### config.mk
export PLATFORM = sky130hd
export DESIGN_NAME = rgs_status
export DESIGN_NICKNAME = d
export VERILOG_FILES = /design/src/logic/rgs_pkg.sv /design/src/logic/rgs_op_track.sv /design/src/logic/rgs_status.sv
export VERILOG_INCLUDE_DIRS = /design/src /design/src/logic
export SDC_FILE = /design/constraint.sdc
export NUM_CORES = 1
export LEC_CHECK = 0
export BUFFER_PORTS_ARGS = -buffer_cell sky130_fd_sc_hd__buf_2
export CORE_MARGIN = 4
export CORE_UTILIZATION = 35
export CTS_CLUSTER_DIAMETER = 100
export DETAILED_ROUTE_END_ITERATION = 10
export GPL_TIMING_DRIVEN = 0
export PLACE_DENSITY = 0.73
export SLEW_MARGIN = 20
export SYNTH_ARGS = -nofsm -noshare
export SYNTH_HDL_FRONTEND = slang
export SYNTH_HIERARCHICAL = 1
export SYNTH_SLANG_ARGS = --single-unit
### constraint.sdc
create_clock -name mclk -period 1.4 [get_ports mclk]
set_input_delay 0.21 -clock mclk [delete_from_list [all_inputs] [get_ports mclk]]
set_output_delay 0.21 -clock mclk [all_outputs]
set_load 0.02 [all_outputs]
### src/logic/rgs_regs.svh
// Purpose: Offsets, field positions and reset values of the remap status bank
// Assumes: Byte offsets as seen by the register port
// Notes: Definitions only
`ifndef RGS_REGS_SVH
`define RGS_REGS_SVH
`define RGS_CMD_OFF 12'h018
`define RGS_STS_OFF 12'h01C
`define RGS_STS_RST 32'h00000000
`define RGS_BIT_TRANS 31
`define RGS_BIT_ROOT 30
`define RGS_BIT_FLOG 29
`define RGS_BIT_AFLOG 28
`define RGS_BIT_WBF 27
`define RGS_BIT_QINV 26
`define RGS_BIT_IRQR 25
`define RGS_BIT_IRTP 24
`define RGS_BIT_CFI 23
`endif

### src/logic/rgs_pkg.sv
// Purpose: Types of the remap status bank
// Assumes: Nothing
// Notes: Handshake states for the pointer-load and flush operations
package rgs_pkg;
   typedef enum logic [2:0] {
      RGS_IDLE = 3'h1,
      RGS_BUSY = 3'h2,
      RGS_DONE = 3'h4
   } rgs_op_e;
endpackage

### src/logic/rgs_op_track.sv
// Purpose: Tracks one software-started operation and its status flag
// Assumes: start and done are single-cycle pulses on mclk
// Notes: BUSY_HIGH selects polarity of the flag while busy
`timescale 1ns/1ps
module rgs_op_track #(
   parameter bit BUSY_HIGH = 1'b0
) (
   input wire logic mclk,
   input wire logic rst_n,
   input wire logic start,
   input wire logic done,
   output logic flag,
   output logic busy
);
   rgs_pkg::rgs_op_e state_ff;
   rgs_pkg::rgs_op_e nxt_state;
   logic flag_ff;
   logic nxt_flag;

   always_comb begin
      nxt_state = state_ff;
      nxt_flag = flag_ff;
      case (state_ff)
         rgs_pkg::RGS_IDLE, rgs_pkg::RGS_DONE: begin
            if (start) begin
               nxt_state = rgs_pkg::RGS_BUSY;
               nxt_flag = BUSY_HIGH;
            end
         end
         rgs_pkg::RGS_BUSY: begin
            if (start) begin
               nxt_flag = BUSY_HIGH;
            end else if (done) begin
               nxt_state = rgs_pkg::RGS_DONE;
               nxt_flag = ~BUSY_HIGH;
            end
         end
         default: begin
            nxt_state = rgs_pkg::RGS_IDLE;
            nxt_flag = 1'b0;
         end
      endcase
   end

   always_ff @(posedge mclk or negedge rst_n) begin
      if (!rst_n) begin
         state_ff <= rgs_pkg::RGS_IDLE;
         flag_ff <= 1'b0;
      end else begin
         state_ff <= nxt_state;
         flag_ff <= nxt_flag;
      end
   end

   assign flag = flag_ff;
   assign busy = (state_ff == rgs_pkg::RGS_BUSY);
endmodule

### src/logic/rgs_status.sv
// Purpose: Global status register of the DMA remapping unit
// Assumes: Command writes decoded here; engine reports completion as pulses
// Notes: All fields read-only; reads return registered data one cycle later
`timescale 1ns/1ps
`include "rgs_regs.svh"

module rgs_status #(
   parameter bit FLUSH_REQUIRED = 1'b1,
   parameter bit ADV_FLOG_SUPPORTED = 1'b1
) (
   input wire logic mclk,
   input wire logic rst_n,
   input wire logic [11:0] reg_addr,
   input wire logic reg_wr,
   input wire logic reg_rd,
   input wire logic [31:0] reg_wdata,
   output logic [31:0] reg_rdata,
   input wire logic translation_on,
   input wire logic adv_faultlog_on,
   input wire logic queued_inval_on,
   input wire logic irq_remap_on,
   input wire logic root_ptr_loaded,
   input wire logic faultlog_ptr_loaded,
   input wire logic irq_table_ptr_loaded,
   input wire logic wbuf_flush_done,
   output logic load_root_ptr_req,
   output logic load_faultlog_ptr_req,
   output logic load_irq_table_ptr_req,
   output logic wbuf_flush_req
);
   logic cmd_wr;
   logic sts_sel;
   logic cmd_sel;
   logic load_root_ptr_cmd;
   logic load_faultlog_ptr_cmd;
   logic wbuf_flush_cmd;
   logic load_irq_table_ptr_cmd;
   logic root_ptr_done_flag;
   logic faultlog_ptr_done_flag;
   logic wbuf_flush_pending_flag;
   logic irq_table_ptr_done_flag;
   logic compat_irq_pass_flag;
   logic [31:0] remap_global_status;
   logic [31:0] nxt_rdata;
   logic [31:0] rdata_ff;

   assign sts_sel = (reg_addr == `RGS_STS_OFF);
   assign cmd_sel = (reg_addr == `RGS_CMD_OFF);
   // Only the command register starts operations
   assign cmd_wr = reg_wr & cmd_sel;
   assign load_root_ptr_cmd = cmd_wr & reg_wdata[`RGS_BIT_ROOT];
   assign load_faultlog_ptr_cmd = cmd_wr & reg_wdata[`RGS_BIT_FLOG]
      & ADV_FLOG_SUPPORTED;
   // Writing 0 has no effect
   assign wbuf_flush_cmd = cmd_wr & reg_wdata[`RGS_BIT_WBF] & FLUSH_REQUIRED;
   assign load_irq_table_ptr_cmd = cmd_wr & reg_wdata[`RGS_BIT_IRTP];

   // Engine requests, completion pulses return on the *_loaded inputs and wbuf_flush_done
   assign load_root_ptr_req = load_root_ptr_cmd;
   assign load_faultlog_ptr_req = load_faultlog_ptr_cmd;
   assign load_irq_table_ptr_req = load_irq_table_ptr_cmd;
   assign wbuf_flush_req = wbuf_flush_cmd;

   // Clear on command, set on load completion
   rgs_op_track #(.BUSY_HIGH(1'b0)) u_root (
      .mclk(mclk),
      .rst_n(rst_n),
      .start(load_root_ptr_cmd),
      .done(root_ptr_loaded),
      .flag(root_ptr_done_flag),
      .busy()
   );

   // Fault-log pointer handshake
   rgs_op_track #(.BUSY_HIGH(1'b0)) u_flog (
      .mclk(mclk),
      .rst_n(rst_n),
      .start(load_faultlog_ptr_cmd),
      .done(faultlog_ptr_loaded),
      .flag(faultlog_ptr_done_flag),
      .busy()
   );

   // Flag high while flush runs
   rgs_op_track #(.BUSY_HIGH(1'b1)) u_wbf (
      .mclk(mclk),
      .rst_n(rst_n),
      .start(wbuf_flush_cmd),
      .done(wbuf_flush_done),
      .flag(wbuf_flush_pending_flag),
      .busy()
   );

   // Irq table pointer handshake
   rgs_op_track #(.BUSY_HIGH(1'b0)) u_irtp (
      .mclk(mclk),
      .rst_n(rst_n),
      .start(load_irq_table_ptr_cmd),
      .done(irq_table_ptr_loaded),
      .flag(irq_table_ptr_done_flag),
      .busy()
   );

   // Compat command is reserved zero, so blocked is reported
   assign compat_irq_pass_flag = 1'b0;

   always_comb begin
      remap_global_status = `RGS_STS_RST;
      remap_global_status[`RGS_BIT_TRANS] = translation_on;
      remap_global_status[`RGS_BIT_ROOT] = root_ptr_done_flag;
      remap_global_status[`RGS_BIT_FLOG] = faultlog_ptr_done_flag;
      remap_global_status[`RGS_BIT_AFLOG] = adv_faultlog_on
         & ADV_FLOG_SUPPORTED;
      remap_global_status[`RGS_BIT_WBF] = wbuf_flush_pending_flag;
      remap_global_status[`RGS_BIT_QINV] = queued_inval_on;
      remap_global_status[`RGS_BIT_IRQR] = irq_remap_on;
      remap_global_status[`RGS_BIT_IRTP] = irq_table_ptr_done_flag;
      remap_global_status[`RGS_BIT_CFI] = compat_irq_pass_flag;
   end

   // Command register reads as zero, unmapped reads as zero
   always_comb begin
      if (reg_rd && sts_sel) begin
         nxt_rdata = remap_global_status;
      end else begin
         nxt_rdata = 32'h00000000;
      end
   end

   always_ff @(posedge mclk or negedge rst_n) begin
      if (!rst_n) begin
         rdata_ff <= 32'h00000000;
      end else begin
         rdata_ff <= nxt_rdata;
      end
   end

   assign reg_rdata = rdata_ff;
endmodule

==> impl_results.md <==
- Antenna Cells: 0
- Global route overflow: 0
- Most frequent cells in the layout: 37 x buf_4, 31 x buf_2, 24 x conb_1, 20 x dfrtp_1, 11 x nand3_1
- Leak: 1.06 nW
- Die area: 5490 sq um
- CP Class: input pin to output pin
- Hold Crit Class: input pin to flip-flop
- Final core utilization: 0.545
- Worst skew pair latency: around 0.27 ns
- Fill count: approximately 360
- Power Dens Cells: about 690 nW/um^2
- Final hold vios: 0
- Wire per inst: 12.8 microns
- Nets@finish: 292
- Root buffer cell: clkbuf_8
- Chip Height: 74.1 microns
- Area of the multi-input gates: 860 sq um
- Synthesized instance count: 155
- CTS sink cnt: 24
- Maximum fanout along the worst path: 4
- Max-slew headroom: 0.638
- Warnings, synthesis: 6
- DRT iter0 DRCs: 78
- Crit end category: output pin
- Total Wirelength: 3640 microns
- Final worst-path cycle share: 1.26
- Share of cells above drive strength 1: 0.532
- Synth Cell Area: about 1500 sq um
- # IOs: 92
- DRC viols: 0
- Worst Path Required: 1.19 ns
- Fin crit period: 1.76 ns
- Worst-margin pin slew: ~0.54 ns
- Post-DRT Antenna Nets: 0
- Clock slew seen by the registers of the worst setup and hold paths: 0.09 ns
- Slew Limit Fails: 0
- Setup violators final: 19
- Core Box Area: 4120 sq um
- Outcome: finished, violations left
- Final WS setup: -0.362 ns
- Setup tns final: -3.36 ns
- Vias in the first global route: 1,221
- IO Port Bufs: 38
- DR vias/cell: 4.79
- CTS tree: yes
- Starting Density: 0.372
- Skew final: 0.000756 ns
- Area Growth Syn to Fin: 46.7%
- CP startpoint kind: input pin
- Bufs on Longest Clock Path: 2
- Initial antenna violation count: 0
- Commonest non-fill, non-tap cell in the layout: buf_4
- RSZ-0062 raised after global routing: yes
- Place WS: -0.687 ns
- Sequential Area: 606 sq um
- RePlAce Congestion: 0.787
- Largest net degree at the start of global routing: 25
- Mean Syn Cell Area: roughly 10 sq um
- GRT Total Usage: 0.134
- Rows: 23
- H-tree level count: 1
- First-pass GRT wire length: 5730 microns
- Drt pass-1 iters: 5
- Die Span X: 74.1 microns
- Detailed Place HPWL: 2460 microns
- Cts bufs inserted: 3
- Maxcap violations: 0
- WP data arrival: approximately 1.6 ns
- Max Freq: 568 MHz
- Vias: 1,364
- Worst vdd ir: roughly 0.4 mV
- Failing checks: setup timing
[what timing repair did]
action | CTS | global route
setup buffers | 14 | 2
gates resized for setup | 27 | 15
hold endpoints to repair | 20 | 0
endpoints found under the setup margin | 17 | 19
hold buffers | 1 | 0
pin swaps | 8 | 3
[per-layer routing]
metal / vias up / routed length (microns) / GRT usage
li1: 675 / - / -
met1: 617 / 1590 / 0.174
met2: 68 / 1650 / 0.219
met3: 4 / 362 / 0.0284
met4: 0 / 32 / 0.0483
met5: - / 0 / 0
[stage by stage]
stage / hold slack, ns / instances / instance area [sq um] / power (mW)
after global routing: 0.190 / 285 / 2240 / 1.62
final: 0.186 / 285 / 2240 / 1.56
after CTS: 0.183 / 285 / 2190 / 1.56
after floorplan: -0.0856 / 178 / 1640 / 0.860
after detailed placement: 0.229 / 266 / 1890 / 0.922
after global placement: 0.223 / 266 / 1890 / 0.920
[worst paths after layout]
check                                               from  cells past startpoint  slack [ns]                        endpoint
max in group asynchronous                          rst_n                      2        0.58  u_irtp/state_ff[0]$_DFFE_PN1P_
setup / recovery                             reg_addr[7]                      5       -0.36                  wbuf_flush_req
min in group asynchronous                          rst_n                      2        0.44         reg_rdata[26]$_DFF_PN0_
setup reg to reg           u_wbf/state_ff[0]$_DFFE_PN1P_                      4        0.22   u_wbf/state_ff[1]$_DFFE_PN0P_
hold / removal                           queued_inval_on                      3        0.19         reg_rdata[26]$_DFF_PN0_
hold reg to reg            u_wbf/state_ff[2]$_DFFE_PN0P_                      2        0.56   u_wbf/state_ff[0]$_DFFE_PN1P_
[sequential cells by signal, summed over array words and instances, names as in the netlist]
register	count
u_flog/state_ff	3
u_root/state_ff	3
u_flog/flag	1
u_irtp/state_ff	3
u_irtp/flag	1
u_wbf/state_ff	3
reg_rdata	8
u_root/flag	1
u_wbf/flag	1
[cell type report]
class / instances / share of cell area
sequential: 24 / 0.270
clock buffer: 3 / 0.0184
multi-input combinational: 118 / 0.383
timing repair buffer: 53 / 0.163
tap: 50 / 0.0279
clock inverter: 1 / 0.0134
buffer: 34 / 0.122
inverter: 2 / 0.00334
[worst max-delay path, cell delays in order]
cell,delay [ns]
buf_6,0.09
or4b_4,0.58
buf_12,0.16
nor4_4,0.31
buf_4,0.20
[where the power goes]
part	internal, mW	switching [mW]	leakage [nW]
clock network	0.383	0.240	0.0357
registers	0.695	0.00134	0.306
logic	0.106	0.134	0.721
No activity file was read; power rests on OpenSTA's default activity.
